File: src/common/cstz_regs.svh
// register offsets, field positions, reset values and timing figures
`ifndef CSTZ_REGS_SVH
`define CSTZ_REGS_SVH

// ----------------------------------------------------------------------
// register offsets
// ----------------------------------------------------------------------
`define CSTZ_ADDR_CTRL0   4'h0
`define CSTZ_ADDR_CTRL1   4'h1
`define CSTZ_ADDR_STATUS  4'h2
`define CSTZ_ADDR_FLAGS   4'h3

// ----------------------------------------------------------------------
// field positions
// ----------------------------------------------------------------------
`define CSTZ_C0_CHARGE_ALLOW  0
`define CSTZ_C0_TRICKLE_ON    1
`define CSTZ_C0_PRECHARGE_ON  2
`define CSTZ_C0_FAST_ON       3
`define CSTZ_C0_SLOW_REG      4
`define CSTZ_C0_PRE_SEL       5
`define CSTZ_C0_FAST_SET_LO   6
`define CSTZ_C1_COOL_SCALE_LO 0
`define CSTZ_C1_TERM_ALLOW    2
`define CSTZ_C1_TS_BYPASS     3
`define CSTZ_C1_TEMP_MASK     4
`define CSTZ_C1_REVERSE_ON    5
`define CSTZ_FL_TIMER         4

// ----------------------------------------------------------------------
// reset values
// ----------------------------------------------------------------------
`define CSTZ_CTRL0_RST 8'h9f
`define CSTZ_CTRL1_RST 8'h05

// ----------------------------------------------------------------------
// timing figures
// ----------------------------------------------------------------------
`define CSTZ_CLK_PERIOD_NS 20
`define CSTZ_TICK_TIME_NS  1000000000
`define CSTZ_ALERT_TIME_NS 256000
`define CSTZ_TRICKLE_S     3600
`define CSTZ_PRE_LONG_S    7200
`define CSTZ_PRE_SHORT_S   1800
`define CSTZ_FAST_0_S      18000
`define CSTZ_FAST_1_S      28800
`define CSTZ_FAST_2_S      43200
`define CSTZ_FAST_3_S      86400

`endif

File: src/common/cstz_pkg.sv
// types shared by the charge safety timer and temperature zone block
package cstz_pkg;

  typedef enum logic [2:0] {
    CSTZ_Z_NORMAL = 3'b000,
    CSTZ_Z_COLD   = 3'b001,
    CSTZ_Z_COOL   = 3'b010,
    CSTZ_Z_WARM   = 3'b011,
    CSTZ_Z_HOT    = 3'b100
  } cstz_zone_e;

  typedef enum logic [2:0] {
    CSTZ_S_IDLE    = 3'b000,
    CSTZ_S_TRICKLE = 3'b001,
    CSTZ_S_PRE     = 3'b010,
    CSTZ_S_FAST    = 3'b011,
    CSTZ_S_TAPER   = 3'b100,
    CSTZ_S_TOPOFF  = 3'b110,
    CSTZ_S_DONE    = 3'b111
  } cstz_stage_e;

  typedef enum logic [1:0] {
    CSTZ_I_SUSPEND = 2'b00,
    CSTZ_I_20      = 2'b01,
    CSTZ_I_40      = 2'b10,
    CSTZ_I_FULL    = 2'b11
  } cstz_scale_e;

endpackage

File: src/rtl/cstz_safety_timer.sv
// charge safety timers with temperature zone qualification
//
// Notes on behaviour
// - fast timer expiry sets fault, pulses alert
// - trickle timer fixed at one hour
// - pre-charge two hours default, or half hour
// - fast duration host programmable, twelve hours default
// - enable bit low disables that stage timer
// - enable restarts timer; stage start starts counting
// - regulation halves the timer rate
// - slow-count bit low disables half rate
// - disabling half rate waits for regulation end
// - fault or supplement freezes count, resumes later
// - cycle stop and restart clears timer
// - all three timers share suspend/reset/half rules
// - fast cleared: restart, pre/fast moves, setting change
// - pre cleared: restart, neighbour moves, select change
// - trickle cleared: restart, trickle/pre moves
// - charge only between cold and hot
// - cool zone current 20, 40, 100% or suspend
// - termination same in every zone when allowed
// - zone suspend freezes, scaled current halves rate
// - bypass means temperature good, zone reads 000
// - zone change updates state, alert; entering a non-normal zone sets its flag
// - reverse output stops outside window, recovers
// - alert pulse is low for 256 us
`timescale 1ns/1ps
`include "cstz_regs.svh"

module cstz_safety_timer
  import cstz_pkg::*;
#(
  parameter int CNT_W         = 17,
  parameter int TICK_CYCLES   = `CSTZ_TICK_TIME_NS / `CSTZ_CLK_PERIOD_NS,
  parameter int ALERT_CYCLES  = `CSTZ_ALERT_TIME_NS / `CSTZ_CLK_PERIOD_NS,
  parameter int TRICKLE_TICKS = `CSTZ_TRICKLE_S,
  parameter int PRE_LONG      = `CSTZ_PRE_LONG_S,
  parameter int PRE_SHORT     = `CSTZ_PRE_SHORT_S,
  parameter int FAST_0        = `CSTZ_FAST_0_S,
  parameter int FAST_1        = `CSTZ_FAST_1_S,
  parameter int FAST_2        = `CSTZ_FAST_2_S,
  parameter int FAST_3        = `CSTZ_FAST_3_S
) (
  input  wire logic       MCLK_I,
  input  wire logic       RST_N_I,
  input  wire logic [3:0] REG_ADDR_I,
  input  wire logic [7:0] REG_WDATA_I,
  input  wire logic       REG_WR_I,
  input  wire logic       REG_RD_I,
  output logic      [7:0] REG_RDATA_O,
  input  wire logic [2:0] CHG_STAGE_I,
  input  wire logic       CE_N_I,
  input  wire logic       RECHARGE_I,
  input  wire logic       VIN_REG_I,
  input  wire logic       INPUT_CURRENT_LIMIT_ACTIVE_I,
  input  wire logic       THERMAL_REG_I,
  input  wire logic       CHARGE_FAULT_I,
  input  wire logic       SUPPLEMENT_I,
  input  wire logic       TS_COLD_I,
  input  wire logic       COOL_THRESHOLD_SEL_I,
  input  wire logic       WARM_THRESHOLD_SEL_I,
  input  wire logic       TS_HOT_I,
  input  wire logic [2:0] SOURCE_TYPE_I,
  output logic            HOST_ALERT_N_O,
  output logic            CHARGE_SUSPEND_O,
  output logic      [1:0] CURRENT_SCALE_O,
  output logic            TERM_ALLOW_O,
  output logic            REVERSE_SWITCH_O,
  output logic      [2:0] INPUT_SOURCE_TYPE_O,
  output logic            TIMER_EXPIRED_FAULT_O
);

  localparam int PRE_W   = $clog2(TICK_CYCLES + 1);
  localparam int ALERT_W = $clog2(ALERT_CYCLES + 1);

  // ----------------------------------------------------------------------
  // stage decode
  // ----------------------------------------------------------------------
  // 0 none, 1 trickle, 2 pre-charge, 3 fast (cc, cv and top-off)
  function automatic logic [1:0] stage_idx(input logic [2:0] s);
    case (cstz_stage_e'(s))
      CSTZ_S_TRICKLE: stage_idx = 2'd1;
      CSTZ_S_PRE:     stage_idx = 2'd2;
      CSTZ_S_FAST,
      CSTZ_S_TAPER,
      CSTZ_S_TOPOFF:  stage_idx = 2'd3;
      default:        stage_idx = 2'd0;
    endcase
  endfunction

  // ----------------------------------------------------------------------
  // state
  // ----------------------------------------------------------------------
  logic [7:0]       ctrl0, next_ctrl0;
  logic [7:0]       ctrl1, next_ctrl1;
  logic [4:0]       flags, next_flags;
  logic [7:0]       rdata, next_rdata;
  logic [PRE_W-1:0] pre_cnt, next_pre_cnt;
  logic             half_ph, next_half_ph;
  logic             slow_hold, next_slow_hold;
  logic             charge_en_q, next_charge_en_q;
  logic [2:0]       stage_q, next_stage_q;
  logic [2:0]       on_q, next_on_q;
  logic [1:0]       fts_q, next_fts_q;
  logic             psel_q, next_psel_q;
  logic [CNT_W-1:0] cnt [3];
  logic [CNT_W-1:0] next_cnt [3];
  logic             tfault, next_tfault;
  cstz_zone_e       zone_q, next_zone_q;
  logic [ALERT_W-1:0] alert_cnt, next_alert_cnt;
  logic             alert_n, next_alert_n;
  logic             susp_o, next_susp_o;
  logic [1:0]       scale_o, next_scale_o;
  logic             term_o, next_term_o;
  logic             rev_o, next_rev_o;
  logic [2:0]       src_o, next_src_o;

  // ----------------------------------------------------------------------
  // combinational terms
  // ----------------------------------------------------------------------
  logic [2:0]       on;
  logic [1:0]       fts;
  logic             psel, slow_cfg, bypass, tmask, rev_on;
  logic [1:0]       cool_scale;
  logic             charge_en, restart, tick, regulating, slow_eff;
  logic             half, suspend, adv, zone_chg, alert_evt, otg_stop;
  logic             zone_half, zone_susp, tp_move, pf_move;
  logic [1:0]       cur, prv;
  logic [2:0]       clr, expire;
  logic [CNT_W-1:0] dur [3];
  cstz_zone_e       zone_raw;

  assign on         = {ctrl0[`CSTZ_C0_FAST_ON], ctrl0[`CSTZ_C0_PRECHARGE_ON],
                       ctrl0[`CSTZ_C0_TRICKLE_ON]};
  assign fts        = ctrl0[`CSTZ_C0_FAST_SET_LO +: 2];
  assign psel       = ctrl0[`CSTZ_C0_PRE_SEL];
  assign slow_cfg   = ctrl0[`CSTZ_C0_SLOW_REG];
  assign cool_scale = ctrl1[`CSTZ_C1_COOL_SCALE_LO +: 2];
  assign bypass     = ctrl1[`CSTZ_C1_TS_BYPASS];
  assign tmask      = ctrl1[`CSTZ_C1_TEMP_MASK];
  assign rev_on     = ctrl1[`CSTZ_C1_REVERSE_ON];

  always_comb begin
    // pin low and bit high together make a charge cycle
    charge_en = ctrl0[`CSTZ_C0_CHARGE_ALLOW] & ~CE_N_I;
    restart   = (charge_en & ~charge_en_q) | RECHARGE_I;
    cur       = stage_idx(CHG_STAGE_I);
    prv       = stage_idx(stage_q);
    tp_move   = (cur == 2'd1 && prv == 2'd2) || (cur == 2'd2 && prv == 2'd1);
    pf_move   = (cur == 2'd2 && prv == 2'd3) || (cur == 2'd3 && prv == 2'd2);
    // temperature zone, cold and hot take priority over cool and warm
    if (bypass) begin
      zone_raw = CSTZ_Z_NORMAL;
    end else if (TS_COLD_I) begin
      zone_raw = CSTZ_Z_COLD;
    end else if (TS_HOT_I) begin
      zone_raw = CSTZ_Z_HOT;
    end else if (COOL_THRESHOLD_SEL_I) begin
      zone_raw = CSTZ_Z_COOL;
    end else if (WARM_THRESHOLD_SEL_I) begin
      zone_raw = CSTZ_Z_WARM;
    end else begin
      zone_raw = CSTZ_Z_NORMAL;
    end
    zone_susp = (zone_q == CSTZ_Z_COLD) || (zone_q == CSTZ_Z_HOT) ||
                (zone_q == CSTZ_Z_COOL && cool_scale == CSTZ_I_SUSPEND);
    zone_half = (zone_q == CSTZ_Z_COOL) &&
                (cool_scale == CSTZ_I_20 || cool_scale == CSTZ_I_40);
    zone_chg  = (zone_raw != zone_q) && !bypass;
    otg_stop  = rev_on && !bypass &&
                (zone_raw == CSTZ_Z_COLD || zone_raw == CSTZ_Z_HOT);
    // a disable made during regulation only lands once it ends
    regulating = VIN_REG_I | INPUT_CURRENT_LIMIT_ACTIVE_I | THERMAL_REG_I;
    slow_eff   = regulating ? slow_hold : slow_cfg;
    half       = (regulating & slow_eff) | zone_half;
    // freezing keeps the count, so the half-rate setting is moot here
    suspend    = CHARGE_FAULT_I | SUPPLEMENT_I | zone_susp | tfault |
                 ~charge_en;
    tick       = (pre_cnt == PRE_W'(TICK_CYCLES - 1));
    adv        = tick & ~suspend & (~half | half_ph);
    // durations
    dur[0] = CNT_W'(TRICKLE_TICKS);
    dur[1] = psel ? CNT_W'(PRE_SHORT) : CNT_W'(PRE_LONG);
    case (fts)
      2'b00:   dur[2] = CNT_W'(FAST_0);
      2'b01:   dur[2] = CNT_W'(FAST_1);
      2'b10:   dur[2] = CNT_W'(FAST_2);
      default: dur[2] = CNT_W'(FAST_3);
    endcase
    // clear events per stage timer
    clr[0] = restart | tp_move | (on[0] & ~on_q[0]);
    clr[1] = restart | tp_move | pf_move | (psel != psel_q) |
             (on[1] & ~on_q[1]);
    clr[2] = restart | pf_move | (fts != fts_q) |
             (on[2] & ~on_q[2]);
  end

  // ----------------------------------------------------------------------
  // stage timers
  // ----------------------------------------------------------------------
  always_comb begin
    next_pre_cnt     = tick ? '0 : pre_cnt + PRE_W'(1);
    next_half_ph     = (tick && !suspend) ? ~half_ph : half_ph;
    next_slow_hold   = slow_eff;
    next_charge_en_q = charge_en;
    next_stage_q     = CHG_STAGE_I;
    next_on_q        = on;
    next_fts_q       = fts;
    next_psel_q      = psel;
    for (int i = 0; i < 3; i++) begin
      expire[i]   = 1'b0;
      next_cnt[i] = cnt[i];
      if (clr[i] || !on[i]) begin
        next_cnt[i] = '0;
      end else if (adv && cur == 2'(i + 1) && cnt[i] < dur[i]) begin
        next_cnt[i] = cnt[i] + CNT_W'(1);
        expire[i]   = (cnt[i] == dur[i] - CNT_W'(1));
      end
    end
    // restart clears every count too, so no expiry can land in that cycle
    next_tfault = (|expire) | (tfault & ~restart);
  end

  always_ff @(posedge MCLK_I) begin
    if (!RST_N_I) begin
      pre_cnt     <= '0;
      half_ph     <= 1'b0;
      slow_hold   <= 1'b1;
      charge_en_q <= 1'b0;
      stage_q     <= 3'h0;
      on_q        <= 3'h7;
      fts_q       <= 2'h2;
      psel_q      <= 1'b0;
      tfault      <= 1'b0;
      for (int i = 0; i < 3; i++) begin
        cnt[i] <= '0;
      end
    end else begin
      pre_cnt     <= next_pre_cnt;
      half_ph     <= next_half_ph;
      slow_hold   <= next_slow_hold;
      charge_en_q <= next_charge_en_q;
      stage_q     <= next_stage_q;
      on_q        <= next_on_q;
      fts_q       <= next_fts_q;
      psel_q      <= next_psel_q;
      tfault      <= next_tfault;
      for (int i = 0; i < 3; i++) begin
        cnt[i] <= next_cnt[i];
      end
    end
  end

  // ----------------------------------------------------------------------
  // registers, zones, alert and outputs
  // ----------------------------------------------------------------------
  always_comb begin
    next_ctrl0 = ctrl0;
    next_ctrl1 = ctrl1;
    if (REG_WR_I && REG_ADDR_I == `CSTZ_ADDR_CTRL0) begin
      next_ctrl0 = REG_WDATA_I;
    end else if (REG_WR_I && REG_ADDR_I == `CSTZ_ADDR_CTRL1) begin
      next_ctrl1 = {2'b00, REG_WDATA_I[5:0]};
    end
    next_rdata = 8'h00;
    if (!REG_RD_I) begin
      next_rdata = 8'h00;
    end else if (REG_ADDR_I == `CSTZ_ADDR_CTRL0) begin
      next_rdata = ctrl0;
    end else if (REG_ADDR_I == `CSTZ_ADDR_CTRL1) begin
      next_rdata = ctrl1;
    end else if (REG_ADDR_I == `CSTZ_ADDR_STATUS) begin
      next_rdata = {2'b00, half, suspend, tfault, zone_q};
    end else if (REG_ADDR_I == `CSTZ_ADDR_FLAGS) begin
      next_rdata = {3'b000, flags};
    end
    // flags clear on read, a new event in that cycle wins
    next_flags = (REG_RD_I && REG_ADDR_I == `CSTZ_ADDR_FLAGS) ? 5'h00 : flags;
    if (zone_chg) begin
      case (zone_raw)
        CSTZ_Z_COLD: next_flags[0] = 1'b1;
        CSTZ_Z_COOL: next_flags[1] = 1'b1;
        CSTZ_Z_WARM: next_flags[2] = 1'b1;
        CSTZ_Z_HOT:  next_flags[3] = 1'b1;
        default:     next_flags[0] = next_flags[0];
      endcase
    end
    if (|expire) begin
      next_flags[`CSTZ_FL_TIMER] = 1'b1;
    end
    next_zone_q = zone_raw;
    // a new event restarts the pulse rather than queueing a second one
    alert_evt = (zone_chg & ~tmask) | (|expire);
    if (alert_evt) begin
      next_alert_cnt = ALERT_W'(ALERT_CYCLES);
    end else if (alert_cnt != '0) begin
      next_alert_cnt = alert_cnt - ALERT_W'(1);
    end else begin
      next_alert_cnt = '0;
    end
    next_alert_n = (next_alert_cnt == '0);
    next_susp_o  = suspend;
    case (zone_q)
      CSTZ_Z_COOL:             next_scale_o = cool_scale;
      CSTZ_Z_COLD, CSTZ_Z_HOT: next_scale_o = CSTZ_I_SUSPEND;
      default:                 next_scale_o = CSTZ_I_FULL;
    endcase
    next_term_o = ctrl1[`CSTZ_C1_TERM_ALLOW];
    next_rev_o  = rev_on & ~otg_stop;
    next_src_o  = otg_stop ? 3'h0 : SOURCE_TYPE_I;
  end

  always_ff @(posedge MCLK_I) begin
    if (!RST_N_I) begin
      ctrl0     <= `CSTZ_CTRL0_RST;
      ctrl1     <= `CSTZ_CTRL1_RST;
      flags     <= 5'h00;
      rdata     <= 8'h00;
      zone_q    <= CSTZ_Z_NORMAL;
      alert_cnt <= '0;
      alert_n   <= 1'b1;
      susp_o    <= 1'b1;
      scale_o   <= 2'h3;
      term_o    <= 1'b1;
      rev_o     <= 1'b0;
      src_o     <= 3'h0;
    end else begin
      ctrl0     <= next_ctrl0;
      ctrl1     <= next_ctrl1;
      flags     <= next_flags;
      rdata     <= next_rdata;
      zone_q    <= next_zone_q;
      alert_cnt <= next_alert_cnt;
      alert_n   <= next_alert_n;
      susp_o    <= next_susp_o;
      scale_o   <= next_scale_o;
      term_o    <= next_term_o;
      rev_o     <= next_rev_o;
      src_o     <= next_src_o;
    end
  end

  assign REG_RDATA_O           = rdata;
  assign HOST_ALERT_N_O        = alert_n;
  assign CHARGE_SUSPEND_O      = susp_o;
  assign CURRENT_SCALE_O       = scale_o;
  assign TERM_ALLOW_O          = term_o;
  assign REVERSE_SWITCH_O      = rev_o;
  assign INPUT_SOURCE_TYPE_O   = src_o;
  assign TIMER_EXPIRED_FAULT_O = tfault;

  // ----------------------------------------------------------------------
  // checks
  // ----------------------------------------------------------------------
  logic [ALERT_W:0] low_run;
  always_ff @(posedge MCLK_I) begin
    if (!RST_N_I) begin
      low_run <= '0;
    end else begin
      // a retrigger starts the width count afresh
      low_run <= alert_evt ? (ALERT_W + 1)'(1) :
                 alert_n   ? '0 : low_run + (ALERT_W + 1)'(1);
    end
  end
endmodule

File: config.mk
export PLATFORM = sky130hd
export DESIGN_NAME = cstz_safety_timer
export DESIGN_NICKNAME = d
export VERILOG_FILES = /design/src/common/cstz_pkg.sv /design/src/rtl/cstz_safety_timer.sv
export VERILOG_INCLUDE_DIRS = /design/src /design/src/common
export SDC_FILE = /design/constraint.sdc
export NUM_CORES = 1
export LEC_CHECK = 0
export BUFFER_PORTS_ARGS = -buffer_cell sky130_fd_sc_hd__buf_2
export CORE_AREA = 4 4 130 120
export CTS_BUF_LIST = sky130_fd_sc_hd__clkbuf_16
export DETAILED_ROUTE_END_ITERATION = 16
export DIE_AREA = 0 0 134 124
export PLACE_DENSITY_LB_ADDON = 0.12
export SLEW_MARGIN = 20
export SYNTH_ARGS = -nofsm -noshare
export SYNTH_HDL_FRONTEND = slang
export SYNTH_SLANG_ARGS = --single-unit
File: constraint.sdc
create_clock -name MCLK_I -period 6.7 [get_ports MCLK_I]
set_input_delay 1.005 -clock MCLK_I [delete_from_list [all_inputs] [get_ports MCLK_I]]
set_output_delay 1.005 -clock MCLK_I [all_outputs]
set_load 0.01 [all_outputs]
======== Word-level counts from Yosys, hierarchy flattened ========
Memory sizes are Yosys's and may differ from the RTL's.
Index checks and enable logic that the tools add are counted.
operators by class
  add/sub/neg operators ................... 7
  $lt $le $gt $ge ......................... 3
  equal/unequal tests ..................... 37
  multiplexer cells ....................... 41
  bitwise gates (word level) .............. 47
  reduce and logical (&&, ||, !) cells .... 47
operators with widths
  kind                                                                     number
  17-bit 2-to-1 mux                                                        9
  17-bit by 1-bit adder with 17-bit output (second input constant)         3
  17-bit one-hot mux with 3 select lines                                   1
  17-bit == test                                                           2
  14-bit 2-to-1 mux                                                        2
  26-bit by 1-bit adder with 26-bit output (second input constant)         1
  26-bit == test (second input constant)                                   1
  1-bit bitwise OR                                                         22
  3-bit by 2-bit == test with 1-bit output (second input constant)         7
  1-bit logical AND                                                        19
  3-bit == test (second input constant)                                    6
  17-bit by 12-bit == test with 1-bit output (second input constant)       1
  17-bit by 12-bit < comparator with 1-bit output (second input constant)  1
  17-bit by 13-bit < comparator with 1-bit output                          1
  17-bit < comparator                                                      1
  17-bit by 1-bit subtractor with 17-bit output (second input constant)    1
  14-bit logical NOT                                                       1
  1-bit 2-to-1 mux                                                         14
  1-bit inverter                                                           14
  14-bit nonzero test                                                      1
  13-bit by 1-bit subtractor with 14-bit output (second input constant)    1
  14-bit by 1-bit subtractor with 14-bit output (second input constant)    1
  13-bit 2-to-1 mux                                                        1
  2-bit == test (second input constant)                                    6
  24 further kinds                                                         65
word-level totals
  register bits after elaboration ......... 92
  memory bits (writable) .................. 51
  output and inout port bits .............. 18
  memories kept ........................... 1
memories
  name  words  width  rd ports  clocked after memory_dff  wr ports  RTL line                  RTL
  cnt   3      17     3         0                         3         cstz_safety_timer.sv:106  logic [CNT_W-1:0] cnt [3];

======== Longest topological paths before layout ========
  depth after elaboration ................. 17
  depth in mapped cells ................... 12

======== Least setup slack after synthesis ========
No wires, ideal clock.
  path kind ............................... input port to flip-flop
  start point ............................. in CHARGE_FAULT_I
  end point ............................... mem cnt[2][13] (netlist: cnt[0][47])
  setup time .............................. 0.070 ns
  arrival time ............................ 2.817 ns
  setup slack ............................. 3.813 ns
  cell stages on the path ................. 8
  cell sequence ........................... or4b_4 -> nor3_4 -> and4_4 -> and2_1 -> buf_4 -> nand4_4 -> or3_1 -> a21oi_1
RTL lines
  item             RTL line                  RTL
  start, declared  cstz_safety_timer.sv:57   input wire logic CHARGE_FAULT_I,
  end, declared    cstz_safety_timer.sv:106

======== Worst setup path in the final report ========
  start point ............................. in CHARGE_FAULT_I
  end point ............................... reg alert_cnt[5]
on the way
  word-level cells in the longest chain between the ends .. 14
  elaborated cells on any way between the ends .. 22
ends and longest elaborated chain
  item                                RTL line                  RTL
  1-bit bitwise OR (*) (4 in series)  cstz_safety_timer.sv:177  suspend = CHARGE_FAULT_I | SUPPLEMENT_I | zone_susp | tfault |
  1-bit inverter (*)                  cstz_safety_timer.sv:180  adv = tick & ~suspend & (~half | half_ph);
  1-bit AND (*) (2 in series)         cstz_safety_timer.sv:180
  1-bit logical AND (2 in series)     cstz_safety_timer.sv:215  end else if (adv && cur == 2'(i + 1) && cnt[i] < dur[i]) begin
  1-bit 2-to-1 mux                    cstz_safety_timer.sv:215
  1-bit 2-to-1 mux                    cstz_safety_timer.sv:213  if (clr[i] || !on[i]) begin
  3-bit OR reduction (*)              cstz_safety_timer.sv:293  alert_evt = (zone_chg & ~tmask) | (|expire);
  1-bit bitwise OR (*)                cstz_safety_timer.sv:293
  14-bit 2-to-1 mux (*)               cstz_safety_timer.sv:294  if (alert_evt) begin
  end signal, assigned                cstz_safety_timer.sv:333  alert_cnt <= next_alert_cnt;
  end, declared                       cstz_safety_timer.sv:110  logic [ALERT_W-1:0] alert_cnt, next_alert_cnt;
Every way passes the cells marked *; elsewhere a longest branch is shown, timed or not.
A chain may end at the register's enable or synchronous reset.

==> impl_metrics.tcl <==
set metrics [dict create \
    wl_met3_um 665 \
    holdPathEnd "pre_cnt[0]$_SDFF_PP0_" \
    synth-xor-area-share_pct 8.29 \
    synth_nets 879 \
    mostFrequentLayoutCell "dfxtp_1" \
    min_period_ns 3.12 \
    syn-cell-area_um2 6970 \
    final_area_um2 7910 \
    cts_sinks 143 \
    multi_input_comb_area_um2 3910 \
    cts_hold_buf 0 \
    cap_viol_max_count 0 \
    relSlewSlack_pct 45.7 \
    worst_clock_skew_ns 0.00875 \
    cts_tree "done" \
    hpwl_mm 12.1 \
    synthFlopType "dfxtp_1" \
    max_slew.worst_pin.slew_ns 0.813 \
    drt-met1-wl_mm 8.21 \
    startpoint_type "input port" \
    nNetsFinal 924 \
    port_buffers 50 \
    first_iter_violations 421 \
    grt_max_degree 57 \
    die_h_um 124 \
    route.detailed.drc 0 \
    timing.rr.end "alert_cnt[5]$_SDFF_PN0_" \
    viasPerCell 5.55 \
    vias 5929 \
    arrival_ns 3.41 \
    start_util_pct 48.6 \
    placed_area_um2 7380 \
    setup_ws_ns 3.58 \
    setup_viol 0 \
    fp.dieArea_um2 16600 \
    timing.final.hold_violations 0 \
    synth_compound_area_share_pct 8.99 \
    grt_pass1_vias 5643 \
    critPathMaxFanout 9 \
    end_kind "flop" \
    wl_met2_mm 7.17 \
    final_cell_mix "143 x dfxtp_1, 99 x nor2_1, 79 x nand2_1" \
    ctsLongestPathBuffers 2 \
    top_layer "met4" \
    async_flop_share_pct 0 \
    dr.pass1.iters 5 \
    grt-ovfl-total 0 \
    final.setup.tns_ns 0 \
    register_area_um2 2860 \
    num_antenna_cells 0 \
    gp_congestion 0.847 \
    fp-row-count 42 \
    drive_gt1_share_pct 10.3 \
    synth_edf_count 0 \
    coreArea_um2 14300 \
    ys_ff_latch 143 \
    cts_root_buf "clkbuf_16" \
    fin_crit_sh_pct 46.6 \
    wl_mm 16.4 \
    status "finished clean" \
    fill_cells 1334 \
    syn_inst 816 \
    rsz0062_at_grt "no" \
    antenna_found_initial 0 \
    grt_pass1_wl_mm 27.3 \
    crit_required_ns 6.99 \
    holdPathStages 1 \
    clk_latency_ns 0.42 \
    timing.rr.start "ctrl0[6]$_SDFFE_PN0P_" \
    reg2reg_depth 11 \
    area.growth.synth_to_final_pct 13.5 \
    post-cts-setup-buffers 0 \
    cts_buffers 17 \
    wl_per_cell_um 15.3 \
    powerDensity_nw_per_um2 243 \
    synth_top_family_by_area "simple AND/OR/NAND/NOR gates" \
    ir_worst_vdd_uv 191 \
    htree_levels 4 \
    synth.distinct_cells 56 \
    yosys_warnings 0 \
    fmaxAchievable_mhz 320 \
    critPathKind "input port to flop" \
    ant_nets 0 \
    ios 51 \
    r2r_slack_ns 3.59 \
    maxSlewViolCount 0 \
    p_leak_nw 3.07 \
    hold_path_startpoint "pre_cnt[0]$_SDFF_PP0_" \
    fp.dieW_um 134 \
    dp_slack_ns 3.18 \
    synthAdderAreaFrac_pct 5.38 \
    grtUsageTotal_pct 20.4 \
    ys_seq_area_share_pct 41.1 \
    muxShareOfSynthArea_pct 2.23 \
    cts_resized 0 \
    syn_avg_cell_area_um2 8.54 \
    clkSlewWorstSetupHoldPaths_ns 0.05 \
    synthSimpleGateAreaFrac_pct 31.2 \
    min_path_type "flop to flop" \
]
-- report_power, final --
group | switching, mW | internal [mW] | total, mW
Clock | 0.340 | 0.530 | 0.870
Sequential | 0.0187 | 0.869 | 0.888
Combinational | 0.0976 | 0.0654 | 0.163
Total | 0.456 | 1.46 | 1.92
-- area by class of cell --
class | count | area share, %
Tap cell | 198 | 3.13
Clock buffer | 17 | 5.38
Inverter | 26 | 1.23
Multi-Input combinational cell | 621 | 49.4
Sequential cell | 143 | 36.2
Clock inverter | 12 | 1.33
Timing Repair Buffer | 52 | 3.35
-- flip-flops by register name, indices dropped and copies added (netlist names), 2 cells and up --
register             flops
flags                    5
cnt                     51
zone_q                   3
INPUT_SOURCE_TYPE_O      3
REG_RDATA_O              8
ctrl0                    8
pre_cnt                 26
ctrl1                    6
fts_q                    2
on_q                     3
alert_cnt               14
stage_q                  3
CURRENT_SCALE_O          2
-- stage by stage --
step	cells	power, mW	utilization [%]	hold slack (ns)
floorplan	816	1.02	-	0.426
global placement	1040	1.06	51.4	0.451
detailed placement	1040	1.07	51.4	0.454
CTS	1069	1.94	55.1	0.467
global route	1069	2.00	55.1	0.486
finish	1069	1.92	55.1	0.462
-- worst max path at each step --
stage	endpoint	startpoint
6_report	alert_cnt[5]$_SDFF_PN0_	CHARGE_FAULT_I
3_5_place_dp	alert_cnt[4]$_SDFF_PN0_	CHARGE_FAULT_I
5_1_grt	alert_cnt[5]$_SDFF_PN0_	ctrl0[6]$_SDFFE_PN0P_
2_1_floorplan	cnt[0][47]$_SDFFE_PP0P_	CHARGE_FAULT_I
3_3_place_gp	alert_cnt[2]$_SDFF_PN0_	CHARGE_FAULT_I
4_1_cts	alert_cnt[5]$_SDFF_PN0_	ctrl0[6]$_SDFFE_PN0P_
-- routing by layer --
metal | vias up | GRT usage, %
met5 | - | 0
met4 | 0 | 7.58
met3 | 30 | 4.56
met2 | 120 | 31.3
met1 | 2804 | 28.2
li1 | 2975 | -
-- synth_stat cells, drive strengths merged (4+ instances only) --
cell / count / area, um^2
dfxtp: 143 / 2860
nor2: 99 / 372
nand2: 79 / 297
nand3: 37 / 185
xor2: 35 / 307
nor3: 32 / 171
xnor2: 31 / 272
ha: 30 / 375
nand4: 28 / 190
a21oi: 27 / 135
and3: 26 / 163
inv: 26 / 97.6
o21ai: 24 / 120
clkbuf: 21 / 78.8
nand2b: 18 / 113
nor4: 18 / 125
and2: 17 / 106
or3: 15 / 93.8
nor2b: 12 / 75.1
mux2i: 11 / 110
o31ai: 9 / 67.6
nor3b: 6 / 45.0
o221ai: 6 / 52.6
and4: 5 / 46.3
buf: 5 / 25.0
nor4bb: 5 / 50.1
or4: 5 / 37.5
a31oi: 4 / 25.0
o21a: 4 / 30.0
-- kinds of logic after synthesis --
logic type | Yosys count
and+or+nand+nor | 413
DFF | 143
AOI/OAI and AO/OA | 98
xor gates and xnor gates | 66
buffers and inverters | 52
adders and majority gates | 30
muxes | 14
-- worst max-delay path, cell delays in order --
cell and delay [ns]:
buf_2 0.09, or4b_4 0.55, nor3_4 0.19, nand2_1 0.12, nor3_1 0.56, nand4_1 0.36, nand4b_1 0.43, nor2_1 0.09
(Power assumes the default switching activity.)
